$ cat config.mk
export PLATFORM = sky130hd
export DESIGN_NAME = shcp_top
export DESIGN_NICKNAME = d
export VERILOG_FILES = /design/src/verilog/shcp_top.v /design/src/verilog/shcp_uart_rx.v
export VERILOG_INCLUDE_DIRS = /design/src /design/src/verilog
export SDC_FILE = /design/constraint.sdc
export NUM_CORES = 1
export LEC_CHECK = 0
export BUFFER_PORTS_ARGS = -buffer_cell sky130_fd_sc_hd__buf_2
export CAP_MARGIN = 20
export CORE_MARGIN = 3
export CORE_UTILIZATION = 30
export CTS_BUF_LIST = sky130_fd_sc_hd__clkbuf_4 sky130_fd_sc_hd__clkbuf_8
export DETAILED_ROUTE_END_ITERATION = 6
export GPL_TIMING_DRIVEN = 0
export HOLD_SLACK_MARGIN = 0.05
export MAX_ROUTING_LAYER = met4
export PLACE_DENSITY = 0.47
export SYNTH_ARGS = -nofsm -noshare
export SYNTH_HDL_FRONTEND = slang
export SYNTH_SLANG_ARGS = --single-unit
$ cat constraint.sdc
create_clock -name clock -period 44.6 [get_ports clock]
set_clock_uncertainty 0.1 [all_clocks]
set_input_delay 8.92 -clock clock [delete_from_list [all_inputs] [get_ports clock]]
set_output_delay 8.92 -clock clock [all_outputs]
set_load 0.005 [all_outputs]
$ cat src/verilog/shcp_map.vh
`ifndef SHCP_MAP_VH
`define SHCP_MAP_VH
// Register indices (byte address = 4 * index)
`define SHCP_IDX_CTRL       8'h00
`define SHCP_IDX_STATUS     8'h01
`define SHCP_IDX_TXDATA     8'h02
`define SHCP_IDX_RXDATA     8'h03
`define SHCP_IDX_TAGTYPE    8'h04
`define SHCP_IDX_PWMODE     8'h08
`define SHCP_IDX_PASSWORD   8'h0C
`define SHCP_IDX_HEADCFG    8'h10
`define SHCP_IDX_DISPCTRL   8'h11
`define SHCP_IDX_DISPDATA   8'h12
// Control fields
`define SHCP_CTRL_BAUD_LSB  0
`define SHCP_CTRL_BAUD_MSB  2
`define SHCP_CTRL_TMO_LSB   8
`define SHCP_CTRL_TMO_MSB   14
// Status fields
`define SHCP_ST_TXBUSY      0
`define SHCP_ST_RXVALID     1
`define SHCP_ST_FRAMEERR    2
`define SHCP_ST_CMD_CSUM    3
`define SHCP_ST_CMD_TERM    4
`define SHCP_ST_CSUM_BAD    5
`define SHCP_ST_READY_DONE  6
// Baud codes
`define SHCP_BAUD_1200      3'h0
`define SHCP_BAUD_2400      3'h1
`define SHCP_BAUD_4800      3'h2
`define SHCP_BAUD_9600      3'h3
`define SHCP_BAUD_19200     3'h4
`define SHCP_BAUD_38400     3'h5
// Reset values
`define SHCP_RST_BAUD       3'h3
`define SHCP_RST_TMO        7'h00
`define SHCP_RST_TAGTYPE    8'h99
`define SHCP_RST_PASSWORD   32'h00000000
// Characters
`define SHCP_CH_ETX         8'h03
`define SHCP_CH_HASH        8'h23
`define SHCP_CH_CR          8'h0D
`define SHCP_CH_LF          8'h0A
`define SHCP_CH_STATUS      8'h32
`define SHCP_CH_HEAD0       8'h30
// Timing and display
`define SHCP_CLK_HZ         40000000
`define SHCP_DISP_CHARS     12
`define SHCP_VIEW_HEXDELIM  2'h0
`define SHCP_VIEW_HEXPLAIN  2'h1
`define SHCP_VIEW_ASCII     2'h2
`endif

$ cat src/verilog/shcp_top.v
`timescale 1ns/1ps
`include "shcp_map.vh"
// Behaviour
// - Baud 1200..38400 in six steps, chosen by a control field.
// - Reset default is 9600 baud and response timeout zero.
// - Characters are 1 start, 8 data, no parity, 1 stop, fixed.
// - No flow control; every arriving character with a good stop bit is accepted.
// - After reset send ready frame '2','0', checksum, end-of-text.
// - Checksum is low byte of sum of preceding characters, then 03h.
// - Also accept commands ended by hash, CR, optional LF.
// - Settings split into retained and power-cycle volatile classes; here every setting resets with rst_n.
// - Password mode off and password zero after every reset.
// - Per-head tag type accepts 00..FF, defaults to 99h.
// - Four heads; positions 3 and 4 may be triggers tied to one head.
// - Display shows at most the first 12 tag characters.
// - Arrow presses cycle hex delimited, hex plain, ASCII views.
// - Manually started tag data shown regardless of menu level.
// - Power and link-ready indicators lit once supply present.
module shcp_top (
   clock,
   rst_n,
   reg_addr,
   reg_wdata,
   reg_wr,
   reg_rd,
   reg_rdata,
   rxd,
   txd,
   arrow_btn,
   manual_data,
   power_indicator,
   link_ready_indicator,
   disp_view,
   disp_show,
   disp_len
);
   parameter CLK_HZ = `SHCP_CLK_HZ;

   input  wire [7:0]  reg_addr;
   input  wire        clock;
   input  wire        rst_n;
   input  wire [31:0] reg_wdata;
   input  wire        reg_wr;
   input  wire        reg_rd;
   output reg  [31:0] reg_rdata;
   input  wire        rxd;
   output reg         txd;
   input  wire        arrow_btn;
   input  wire        manual_data;
   output reg         power_indicator;
   output reg         link_ready_indicator;
   output reg  [1:0]  disp_view;
   output reg         disp_show;
   output reg  [3:0]  disp_len;

   localparam TX_IDLE  = 2'h0;
   localparam TX_SHIFT = 2'h1;
   localparam RD_STAT  = 2'h0;
   localparam RD_HEAD  = 2'h1;
   localparam RD_CSUM  = 2'h2;
   localparam RD_ETX   = 2'h3;

   // Cycles per bit, minus one, for a baud code
   function [15:0] baud_div;
      input [2:0] code;
      reg   [31:0] rate;
      reg   [31:0] cyc;
      begin
         rate = 32'd9600;
         case (code)
            `SHCP_BAUD_1200:  rate = 32'd1200;
            `SHCP_BAUD_2400:  rate = 32'd2400;
            `SHCP_BAUD_4800:  rate = 32'd4800;
            `SHCP_BAUD_19200: rate = 32'd19200;
            `SHCP_BAUD_38400: rate = 32'd38400;
            default:          rate = 32'd9600;
         endcase
         cyc      = CLK_HZ / rate - 1;
         // Slowest rate still fits sixteen bits at the default clock
         baud_div = cyc[15:0];
      end
   endfunction

   ////////////////////////////////////////////////////////////////////////////
   // Settings
   reg [2:0]  baud_r;
   reg [6:0]  tmo_r;
   reg [7:0]  tag_r [0:3];
   reg [3:0]  pwmode_r;
   reg [31:0] pw_r [0:3];
   reg [1:0]  trig3_head_r;
   reg [1:0]  trig4_head_r;
   reg [1:0]  trig_en_r;
   reg [3:0]  menu_lvl_r;
   reg [3:0]  tag_len_r;
   reg        tag_new_r;
   reg        tag_manual_r;
   reg        frame_err_r;
   reg        cmd_csum_r;
   reg        cmd_term_r;
   reg        csum_bad_r;
   reg        rx_valid_r;
   reg [7:0]  rx_hold_r;
   integer    i;

   wire [15:0] bit_div = baud_div(baud_r);
   wire [7:0]  rx_data;
   wire        rx_stb;
   wire        rx_ferr;
   wire [1:0]  idx_lo = reg_addr[1:0];

   shcp_uart_rx u_rx (
      .clock   (clock),
      .rst_n   (rst_n),
      .bit_div (bit_div),
      .rxd     (rxd),
      .rx_data (rx_data),
      .rx_stb  (rx_stb),
      .rx_ferr (rx_ferr)
   );

   ////////////////////////////////////////////////////////////////////////////
   // Transmitter and ready frame
   reg [1:0]  tx_state_r;
   reg [15:0] tx_cnt_r;
   reg [3:0]  tx_bit_r;
   reg [9:0]  tx_shift_r;
   reg        rdy_busy_r;
   reg [1:0]  rdy_step_r;
   reg        rdy_done_r;
   reg        sw_tx_pend_r;
   reg [7:0]  sw_tx_r;
   reg [7:0]  tx_sum_r;
   wire       tx_free = (tx_state_r == TX_IDLE);
   wire       tx_wr = reg_wr && (reg_addr == `SHCP_IDX_TXDATA);
   // Running sum wraps at 8 bits on purpose
   wire [7:0] rdy_csum = `SHCP_CH_STATUS + `SHCP_CH_HEAD0;
   reg  [7:0] rdy_char;

   always @* begin
      case (rdy_step_r)
         RD_STAT: rdy_char = `SHCP_CH_STATUS;
         RD_HEAD: rdy_char = `SHCP_CH_HEAD0;
         RD_CSUM: rdy_char = rdy_csum;
         default: rdy_char = `SHCP_CH_ETX;
      endcase
   end

   always @(posedge clock or negedge rst_n) begin
      if (!rst_n) begin
         tx_state_r   <= TX_IDLE;
         tx_cnt_r     <= 16'h0000;
         tx_bit_r     <= 4'h0;
         tx_shift_r   <= 10'h3FF;
         txd          <= 1'b1;
         rdy_busy_r   <= 1'b1;
         rdy_step_r   <= RD_STAT;
         rdy_done_r   <= 1'b0;
         sw_tx_pend_r <= 1'b0;
         sw_tx_r      <= 8'h00;
         tx_sum_r     <= 8'h00;
      end else begin
         if (tx_wr) begin
            sw_tx_pend_r <= 1'b1;
            sw_tx_r      <= reg_wdata[7:0];
         end
         case (tx_state_r)
            TX_IDLE: begin
               txd <= 1'b1;
               if (rdy_busy_r) begin
                  // Frame goes out before any software character
                  tx_shift_r <= {1'b1, rdy_char, 1'b0};
                  tx_state_r <= TX_SHIFT;
                  tx_cnt_r   <= bit_div;
                  tx_bit_r   <= 4'h0;
                  rdy_step_r <= rdy_step_r + 2'h1;
                  if (rdy_step_r == RD_ETX) begin
                     rdy_busy_r <= 1'b0;
                     rdy_done_r <= 1'b1;
                  end
               end else if (sw_tx_pend_r && !tx_wr) begin
                  tx_shift_r   <= {1'b1, sw_tx_r, 1'b0};
                  tx_state_r   <= TX_SHIFT;
                  tx_cnt_r     <= bit_div;
                  tx_bit_r     <= 4'h0;
                  sw_tx_pend_r <= 1'b0;
                  // Software reads this to build its own checksum
                  tx_sum_r     <= (sw_tx_r == `SHCP_CH_ETX) ? 8'h00 : tx_sum_r + sw_tx_r;
               end
            end
            default: begin
               txd <= tx_shift_r[0];
               if (tx_cnt_r == 16'h0000) begin
                  tx_cnt_r   <= bit_div;
                  tx_shift_r <= {1'b1, tx_shift_r[9:1]};
                  tx_bit_r   <= tx_bit_r + 4'h1;
                  if (tx_bit_r == 4'h9) begin
                     tx_state_r <= TX_IDLE;
                  end
               end else begin
                  tx_cnt_r <= tx_cnt_r - 16'h0001;
               end
            end
         endcase
      end
   end

   ////////////////////////////////////////////////////////////////////////////
   // Command end detection
   reg [7:0] rx_sum_r;
   reg [7:0] prev_r;
   reg [7:0] prev2_r;
   reg       after_term_r;

   always @(posedge clock or negedge rst_n) begin
      if (!rst_n) begin
         rx_sum_r     <= 8'h00;
         prev_r       <= 8'h00;
         prev2_r      <= 8'h00;
         after_term_r <= 1'b0;
         cmd_csum_r   <= 1'b0;
         cmd_term_r   <= 1'b0;
         csum_bad_r   <= 1'b0;
         frame_err_r  <= 1'b0;
         rx_valid_r   <= 1'b0;
         rx_hold_r    <= 8'h00;
      end else begin
         if (reg_rd && reg_addr == `SHCP_IDX_STATUS) begin
            cmd_csum_r  <= 1'b0;
            cmd_term_r  <= 1'b0;
            csum_bad_r  <= 1'b0;
            frame_err_r <= 1'b0;
         end
         if (reg_rd && reg_addr == `SHCP_IDX_RXDATA) begin
            rx_valid_r <= 1'b0;
         end
         // Set beats read-clear in the same cycle
         if (rx_ferr) begin
            frame_err_r <= 1'b1;
         end
         if (rx_stb) begin
            rx_valid_r <= 1'b1;
            rx_hold_r  <= rx_data;
            prev_r     <= rx_data;
            prev2_r    <= prev_r;
            if (after_term_r && rx_data == `SHCP_CH_LF) begin
               // Optional LF after hash-CR is swallowed
               after_term_r <= 1'b0;
               rx_sum_r     <= 8'h00;
            end else if (rx_data == `SHCP_CH_ETX) begin
               // Sum excludes the checksum byte itself
               cmd_csum_r   <= 1'b1;
               if (prev_r != (rx_sum_r - prev_r)) begin
                  csum_bad_r <= 1'b1;
               end
               rx_sum_r     <= 8'h00;
               after_term_r <= 1'b0;
            end else if (rx_data == `SHCP_CH_CR && prev_r == `SHCP_CH_HASH) begin
               cmd_term_r   <= 1'b1;
               rx_sum_r     <= 8'h00;
               after_term_r <= 1'b1;
            end else begin
               rx_sum_r     <= rx_sum_r + rx_data;
               after_term_r <= 1'b0;
            end
         end
      end
   end

   ////////////////////////////////////////////////////////////////////////////
   // Setting registers; every one of them resets with rst_n
   always @(posedge clock or negedge rst_n) begin
      if (!rst_n) begin
         baud_r       <= `SHCP_RST_BAUD;
         tmo_r        <= `SHCP_RST_TMO;
         pwmode_r     <= 4'h0;
         trig_en_r    <= 2'h0;
         trig3_head_r <= 2'h0;
         trig4_head_r <= 2'h1;
         menu_lvl_r   <= 4'h0;
         tag_len_r    <= 4'h0;
         tag_new_r    <= 1'b0;
         for (i = 0; i < 4; i = i + 1) begin
            tag_r[i] <= `SHCP_RST_TAGTYPE;
            pw_r[i]  <= `SHCP_RST_PASSWORD;
         end
      end else if (reg_wr) begin
         if (reg_addr == `SHCP_IDX_CTRL) begin
            if (reg_wdata[`SHCP_CTRL_BAUD_MSB:`SHCP_CTRL_BAUD_LSB] <= `SHCP_BAUD_38400) begin
               baud_r <= reg_wdata[`SHCP_CTRL_BAUD_MSB:`SHCP_CTRL_BAUD_LSB];
            end
            // Timeout range is 0..100
            if (reg_wdata[`SHCP_CTRL_TMO_MSB:`SHCP_CTRL_TMO_LSB] <= 7'd100) begin
               tmo_r <= reg_wdata[`SHCP_CTRL_TMO_MSB:`SHCP_CTRL_TMO_LSB];
            end
         end else if (reg_addr[7:2] == `SHCP_IDX_TAGTYPE >> 2) begin
            tag_r[idx_lo] <= reg_wdata[7:0];
         end else if (reg_addr[7:2] == `SHCP_IDX_PWMODE >> 2) begin
            pwmode_r[idx_lo] <= reg_wdata[0];
         end else if (reg_addr[7:2] == `SHCP_IDX_PASSWORD >> 2) begin
            pw_r[idx_lo] <= reg_wdata;
         end else if (reg_addr == `SHCP_IDX_HEADCFG) begin
            // Each trigger names exactly one head
            trig_en_r    <= reg_wdata[1:0];
            trig3_head_r <= reg_wdata[5:4];
            trig4_head_r <= reg_wdata[9:8];
         end else if (reg_addr == `SHCP_IDX_DISPCTRL) begin
            menu_lvl_r <= reg_wdata[3:0];
         end else if (reg_addr == `SHCP_IDX_DISPDATA) begin
            // Longer tag data is clipped
            tag_len_r <= (reg_wdata[7:0] > `SHCP_DISP_CHARS) ? 4'd12 : reg_wdata[3:0];
            tag_new_r <= ~tag_new_r;
         end
      end
   end

   ////////////////////////////////////////////////////////////////////////////
   // Display, buttons and indicators
   reg [2:0] btn_sync_r;
   reg [1:0] man_sync_r;

   always @(posedge clock or negedge rst_n) begin
      if (!rst_n) begin
         btn_sync_r           <= 3'h0;
         man_sync_r           <= 2'h0;
         disp_view            <= `SHCP_VIEW_HEXDELIM;
         disp_show            <= 1'b0;
         disp_len             <= 4'h0;
         tag_manual_r         <= 1'b0;
         power_indicator      <= 1'b0;
         link_ready_indicator <= 1'b0;
      end else begin
         btn_sync_r <= {btn_sync_r[1:0], arrow_btn};
         man_sync_r <= {man_sync_r[0], manual_data};
         power_indicator      <= 1'b1;
         link_ready_indicator <= 1'b1;
         tag_manual_r <= man_sync_r[1];
         if (btn_sync_r[1] && !btn_sync_r[2]) begin
            // Three views in a ring
            disp_view <= (disp_view == `SHCP_VIEW_ASCII) ? `SHCP_VIEW_HEXDELIM
                                                         : disp_view + 2'h1;
         end
         disp_len <= tag_len_r;
         // Manual results override the menu level
         disp_show <= (menu_lvl_r == 4'h0) || tag_manual_r;
      end
   end

   ////////////////////////////////////////////////////////////////////////////
   // Read port, data one cycle after the strobe
   always @(posedge clock or negedge rst_n) begin
      if (!rst_n) begin
         reg_rdata <= 32'h00000000;
      end else if (reg_rd) begin
         reg_rdata <= 32'h00000000;
         if (reg_addr == `SHCP_IDX_CTRL) begin
            reg_rdata <= {17'h0, tmo_r, 5'h0, baud_r};
         end else if (reg_addr == `SHCP_IDX_STATUS) begin
            reg_rdata <= {24'h0, 1'b0, rdy_done_r, csum_bad_r, cmd_term_r, cmd_csum_r,
                          frame_err_r, rx_valid_r, ~tx_free | sw_tx_pend_r};
         end else if (reg_addr == `SHCP_IDX_RXDATA) begin
            reg_rdata <= {16'h0, tx_sum_r, rx_hold_r};
         end else if (reg_addr[7:2] == `SHCP_IDX_TAGTYPE >> 2) begin
            reg_rdata <= {24'h0, tag_r[idx_lo]};
         end else if (reg_addr[7:2] == `SHCP_IDX_PWMODE >> 2) begin
            reg_rdata <= {31'h0, pwmode_r[idx_lo]};
         end else if (reg_addr[7:2] == `SHCP_IDX_PASSWORD >> 2) begin
            reg_rdata <= pw_r[idx_lo];
         end else if (reg_addr == `SHCP_IDX_HEADCFG) begin
            reg_rdata <= {22'h0, trig4_head_r, 2'h0, trig3_head_r, 2'h0, trig_en_r};
         end else if (reg_addr == `SHCP_IDX_DISPCTRL) begin
            reg_rdata <= {23'h0, tag_new_r, 2'h0, disp_view, menu_lvl_r};
         end else if (reg_addr == `SHCP_IDX_DISPDATA) begin
            reg_rdata <= {28'h0, tag_len_r};
         end
      end
   end
endmodule // shcp_top

$ cat src/verilog/shcp_uart_rx.v
`timescale 1ns/1ps
`include "shcp_map.vh"
module shcp_uart_rx (
   clock,
   rst_n,
   bit_div,
   rxd,
   rx_data,
   rx_stb,
   rx_ferr
);
   input  wire        clock;
   input  wire        rst_n;
   input  wire [15:0] bit_div;
   input  wire        rxd;
   output reg  [7:0]  rx_data;
   output reg         rx_stb;
   output reg         rx_ferr;

   localparam ST_IDLE  = 2'h0;
   localparam ST_START = 2'h1;
   localparam ST_DATA  = 2'h2;
   localparam ST_STOP  = 2'h3;

   reg        sync1_r;
   reg        sync2_r;
   reg [1:0]  state_r;
   reg [15:0] cnt_r;
   reg [2:0]  bit_r;
   reg [7:0]  shift_r;

   ////////////////////////////////////////////////////////////////////////////
   always @(posedge clock or negedge rst_n) begin
      if (!rst_n) begin
         sync1_r <= 1'b1;
         sync2_r <= 1'b1;
         state_r <= ST_IDLE;
         cnt_r   <= 16'h0000;
         bit_r   <= 3'h0;
         shift_r <= 8'h00;
         rx_data <= 8'h00;
         rx_stb  <= 1'b0;
         rx_ferr <= 1'b0;
      end else begin
         sync1_r <= rxd;
         sync2_r <= sync1_r;
         rx_stb  <= 1'b0;
         rx_ferr <= 1'b0;
         case (state_r)
            ST_IDLE: begin
               // First fall to spacing starts a character
               if (!sync2_r) begin
                  state_r <= ST_START;
                  cnt_r   <= {1'b0, bit_div[15:1]};
               end
            end
            ST_START: begin
               if (cnt_r == 16'h0000) begin
                  // Glitch shorter than half a bit is dropped
                  state_r <= sync2_r ? ST_IDLE : ST_DATA;
                  cnt_r   <= bit_div;
                  bit_r   <= 3'h0;
               end else begin
                  cnt_r <= cnt_r - 16'h0001;
               end
            end
            ST_DATA: begin
               if (cnt_r == 16'h0000) begin
                  shift_r <= {sync2_r, shift_r[7:1]};
                  cnt_r   <= bit_div;
                  if (bit_r == 3'h7) begin
                     state_r <= ST_STOP;
                  end
                  bit_r <= bit_r + 3'h1;
               end else begin
                  cnt_r <= cnt_r - 16'h0001;
               end
            end
            default: begin
               if (cnt_r == 16'h0000) begin
                  state_r <= ST_IDLE;
                  rx_data <= shift_r;
                  // Never stalls the sender: no flow control
                  rx_stb  <= sync2_r;
                  rx_ferr <= ~sync2_r;
               end else begin
                  cnt_r <= cnt_r - 16'h0001;
               end
            end
         endcase
      end
   end
endmodule // shcp_uart_rx
Word level (Yosys, flattened, before mapping)
Index checks and enable logic that the tools add are counted.
W data, S select, Z words.
Word-level totals
  register bits: 352
  bits in latches: 0
  RAM bits: 0
  ROM bits: 0
  input port bits: 47
  output and inout bits: 42
  logic and storage cells: 260
  memories: 0
Cells by class
  add/subtract/negate cells: 10
  $mul: 0
  div/mod/pow operators: 1
  $lt $le $gt $ge: 7
  equality and inequality tests: 33
  shift-type cells: 0
  mux-type cells: 97
  bitwise gates (word level): 13
  reductions and logical operators: 46
Operator list (count)
  $mux W32: 9
  $bwmux W128: 1
  $mux W16: 7
  $pmux W16 S5: 1
  $bmux W32 S2: 1
  $demux W32 S2: 1
  $mux W8: 7
  $mux W10: 5
  $sub A16 B1 Y16 const B: 3
  $mux W1: 34
  $bwmux W32: 1
  $div A26 B32 Y32 const A: 1
  $eq A8 B2 Y1 const B: 4
  $logic_not A16 Y1: 2
  $pmux W16 S2: 1
  $eq A8 B5 Y1 const B: 3
  $mux W2: 12
  $mux W4: 6
  $pmux W7 S3: 1
  $reduce_and A3 Y1: 7
  $add A8 B8 Y8: 2
  $bmux W8 S2: 1
  $demux W8 S2: 1
  $eq A8 B4 Y1 const B: 2
  other kinds (52): 94

Depth between registers and ports, before layout
  depth in word-level cells: 10
  depth in mapped cells: 252
  mapped depth without buffers: 226

Modules after synthesis
From an unflattened synthesis, not the netlist that was laid out.
Second synthesis, totals
  cell total of the unflattened synthesis: 3647
  area, all modules: 31899.3 um^2
By module, submodules not included
  shcp_top: times used 1, cells an instance 3383, area each 29380.7 um^2, seq. area each 7770.0 um^2
  shcp_uart_rx: times used 1, cells an instance 264, area each 2518.7 um^2, seq. area each 1028.5 um^2

Worst setup path before layout
Ideal clock, no wire load.
  path kind: flip-flop to flip-flop
  start point: register baud_r[1]
  end point: register u_rx.cnt_r[6]
  setup time: 0.137 ns
  data arrival time: 42.735 ns
  required time: 44.363 ns
  path slack: 1.628 ns
  cell stages (with the launch flop): 222
  path buffers: 32
  clock period less this slack: 42.972 ns
  path through: dfstp_2 > buf_4 > clkbuf_1 > buf_1 > xnor2_1 > o21ai_0 > ha_1 > inv_1 > a21oi_1 > a311oi_1 > nor2_1 > o21ai_0 > o211ai_1 > ha_1 > a21oi_1 > o221a_2 > and3_1 > a21o_1 > [186 not listed] > a221o_1 > a21oi_1 > nor2b_1 > o21ai_0 > nand2b_1 > a21oi_1 > o21ai_0 > nor3_1 > o2111ai_1 > and4bb_2 > nand3_1 > nor4b_1 > ha_1 > and3_1 > xnor2_1 > o31ai_1 > a222oi_1 > o21ai_0
On the way
  longest elaborated chain between the ends: 6
  elaborated cells on any way between the ends: 11
  those cells by class: add/sub (1); div (1); eq/ne (4); mux (4); reduce/logical (1)
Ends and longest elaborated chain
  start: declaration: RTL line shcp_top.v:86  | reg [2:0] baud_r;
  start signal: assignment: RTL line shcp_top.v:274  | baud_r <= `SHCP_RST_BAUD;
  start signal: assignment: RTL line shcp_top.v:290  | baud_r <= reg_wdata[`SHCP_CTRL_BAUD_MSB:`SHCP_CTRL_BAUD_LSB];
  $eq A3 B3 Y1 (tied with other cells): RTL line shcp_top.v:70  | case (code)
  $pmux W16 S5 *: RTL line shcp_top.v:70
  $div A26 B32 Y32 *: RTL line shcp_top.v:78  | cyc = CLK_HZ / rate - 1;
  $sub A16 B1 Y16 *: RTL line shcp_top.v:78
  $mux W16, on equally long branches: RTL line shcp_uart_rx.v:58, shcp_uart_rx.v:68, shcp_uart_rx.v:52
  $pmux W16 S2 *: RTL line shcp_uart_rx.v:49  | case (state_r)
  end signal: assignment: RTL line shcp_uart_rx.v:54  | cnt_r <= {1'b0, bit_div[15:1]};
  end signal: assignment: RTL line shcp_uart_rx.v:61  | cnt_r <= bit_div;
  end signal: assignment: RTL line shcp_uart_rx.v:70  | cnt_r <= bit_div;
  end: declaration: RTL line shcp_uart_rx.v:28  | reg [15:0] cnt_r;
Mark *: on every way between the ends. The rest lies on a longest branch, timed or not. The select of a mux whose other input is x is not followed.
A chain may end at the register's enable or synchronous reset.

Worst setup path after layout
  start point: register baud_r[0]
  end point: register u_rx.cnt_r[1]
Same word-level chain as after synthesis.

==> impl_metrics.json <==
{
  "status": "finished clean",
  "clock_sinks": 350,
  "final_cells": 5310,
  "routed.top_layer": "met4",
  "yosysSeqAreaShare_pct": 27.7,
  "critPathLaunch": "baud_r[0]$_DFFE_PN1P_",
  "gp_congestion": 0.861,
  "grt_max_degree": 114,
  "syn_area_per_cell_um2": 8.77,
  "wire_per_inst_um": 21.4,
  "fin_crit_sh_pct": 95.7,
  "mostFrequentLayoutCells": "dfrtp_1 (318), a21oi_1 (278), nor2_1 (276)",
  "wl_met1_um": 51600,
  "synth_flop_cell": "dfrtp_1",
  "vias_per_cell": 5.59,
  "cts-buffers-inserted": 56,
  "h-tree-depth": 2,
  "met2WireLength_um": 54900,
  "vias": 29700,
  "maxSlewHeadroom_pct": 20.4,
  "r2r_start": "baud_r[0]$_DFFE_PN1P_",
  "max_stage_delay_ps": 600,
  "core_um2": 104000,
  "maxSlewViolCount": 0,
  "die_area_um2": 110000,
  "setup_viol": 0,
  "worstSetupStartpointType": "flip-flop",
  "ant_nets": 0,
  "placed_cells": 5105,
  "route.detailed.drc": 0,
  "synth_edf_count": 0,
  "dp_hpwl_um": 84500,
  "critPathKind": "reg -> reg",
  "hold_path_depth": 0,
  "ys_seq_elements": 350,
  "wl_um": 114000,
  "worst-slew-pin-transition_ps": 1190,
  "max_freq_ghz": 0.0234,
  "cp-end-kind": "flip-flop",
  "syn_inst": 3625,
  "whs_ps": 249,
  "antenna_found_initial": 2,
  "firstDrtPassIters": 6,
  "hold_viol_final": 0,
  "cts_tree": "done",
  "grt_pass1_wl_um": 175000,
  "cts_root_buffer": "clkbuf_8",
  "port_buffers": 83,
  "cp.depth": 204,
  "grt_util_all_layers_pct": 20.3,
  "endpoint": "u_rx.cnt_r[1]$_DFFE_PN0P_",
  "drive_above_1_share_pct": 23.0,
  "placementRows": 118,
  "path_buf_inv": 37,
  "setup_tns_ps": 0,
  "grt_pass1_vias": 29000,
  "cp_common_cell": "a21o_1",
  "clk_pin_slew_ps": 60,
  "finish.utilization_pct": 35.8,
  "syn2layout_area_growth_pct": 17.5,
  "die_height_um": 331,
  "overflow": 0,
  "final_nets": 4150,
  "r2r-end": "u_rx.cnt_r[1]$_DFFE_PN0P_",
  "start_util_pct": 30.4,
  "cp_data_arrival_time_ps": 43100,
  "reg2reg_depth": 204,
  "synth_cell_types": 126,
  "met3_length_um": 4610,
  "fp.dieW_um": 331,
  "async_flop_share_pct": 100,
  "drt_iter0_drc": 1911,
  "path_max_fanout": 13,
  "hp-class": "reg -> reg",
  "period_minus_slack_ps": 42700,
  "crit_family": "compound AO/OA/AOI/OAI gates",
  "slowest_stage": "or4_4",
  "synth_area_um2": 31800,
  "drv_cap": 0,
  "final_common_cell": "dfrtp_1",
  "io_pins": 89,
  "clock_latency_ps": 650,
  "cp.required_ps": 45000,
  "clockBufferDepth": 3,
  "ys_warn_count": 0,
  "reg2reg_slack_ps": 1900
}
-- flip-flops by register name, indices dropped and copies added (netlist names), 9 cells and up --
register	cells
pw_r	128
reg_rdata	32
tag_r	32
tx_cnt_r	16
tx_shift_r	9
u_rx.cnt_r	16
-- layer usage --
layer,GRT usage [%],vias up
met5,-,-
met4,4.33,0
met3,1.66,155
met2,34.3,715
met1,26.5,14700
li1,-,14200
-- per-stage QoR --
stage	setup WS [ps]	cell area [um^2]
3_5_place_dp	-10120	34200
5_1_grt	-177	37300
6_report	1900	37300
2_1_floorplan	1630	31800
3_3_place_gp	-12010	33900
4_1_cts	0.338	36300
-- cells by family (layout without fill, tap and decap cells) --
logic type / after synthesis / in the layout / share of synthesized area (%)
compound gates: 1121 / 1121 / 23.5
xor+xnor: 168 / 168 / 4.63
other cells: 2 / 9 / 0.0236
flops: 350 / 350 / 27.7
simple gates: 1114 / 1116 / 17.8
fa+ha+maj: 215 / 215 / 8.54
mux: 342 / 342 / 13.4
buf+inv: 313 / 609 / 4.37
-- synthesized netlist by cell type, types with 21 or more instances --
master / n / area, um^2
dfrtp_1: 318 / 7960
a21oi_1: 302 / 1510
nor2_1: 285 / 1070
nand2_1: 276 / 1040
mux2_2: 238 / 2680
o21ai_0: 219 / 1100
ha_1: 212 / 2650
inv_1: 131 / 492
xnor2_1: 118 / 1030
a21o_1: 116 / 871
nand3_1: 114 / 571
clkbuf_1: 100 / 375
nor3_1: 74 / 370
mux2i_1: 58 / 581
a31oi_1: 53 / 332
xor2_1: 50 / 438
mux4_2: 41 / 923
nand4_1: 40 / 250
nand2b_1: 39 / 244
and2_1: 38 / 238
and3_1: 32 / 200
dfstp_2: 32 / 841
nor2b_1: 31 / 194
o211ai_1: 29 / 218
o31ai_1: 29 / 218
a211oi_1: 28 / 210
nor4_1: 26 / 163
o22ai_1: 26 / 163
or3_1: 26 / 163
a221oi_1: 23 / 201
o21bai_1: 23 / 173
buf_1: 22 / 82.6
buf_4: 22 / 165
o21a_1: 22 / 165
or2_2: 21 / 131
-- layout make-up --
type / instances / area (um^2)
plain buffers: 170 / 1090
flip-flops and latches: 350 / 8800
clock buffers: 83 / 1070
multi-input cells: 2969 / 22400
repair buffers: 203 / 1480
well taps: 1380 / 1730
inverters: 137 / 546
diodes: 2 / 5.00
clock inverters: 15 / 190
fillers: 10800 / 67000
repair inverters: 1 / 5.00
-- worst min path at each step --
stage | start | end | slack (ps)
final | btn_sync_r[0]$_DFF_PN0_ | btn_sync_r[1]$_DFF_PN0_ | 250
after floorplan | btn_sync_r[0]$_DFF_PN0_ | btn_sync_r[1]$_DFF_PN0_ | 230
after detailed placement | btn_sync_r[0]$_DFF_PN0_ | btn_sync_r[1]$_DFF_PN0_ | 240
after global routing | man_sync_r[0]$_DFF_PN0_ | man_sync_r[1]$_DFF_PN0_ | 260
after global placement | btn_sync_r[0]$_DFF_PN0_ | btn_sync_r[1]$_DFF_PN0_ | 240
after CTS | u_rx.sync1_r$_DFF_PN1_ | u_rx.sync2_r$_DFF_PN1_ | 250
-- what timing repair did --
action / 4_1_cts / 5_1_grt
resized for setup: 143 / 114
hold buffers: 0 / 0
endpoints found under the setup margin: 12 / 10
pin swaps: 25 / 62
buffers inserted: 36 / 68
gates cloned: 3 / 1
-- worst register-to-register path: cells and delay by family (launching register included) --
kind                     cells  cell delay (ps)
AO/OA/AOI/OAI               78            14850
XOR/XNOR                     2              230
adder cells (fa/ha/maj)     18             5350
buffers and inverters       37             6520
flip-flops                   1              390
multiplexers                 8             2320
AND/OR/NAND/NOR             61            12810
Power is left out: the tool's default activity adds up to more than one toggle a clock period on the data nets, which glitch-free logic cannot reach.
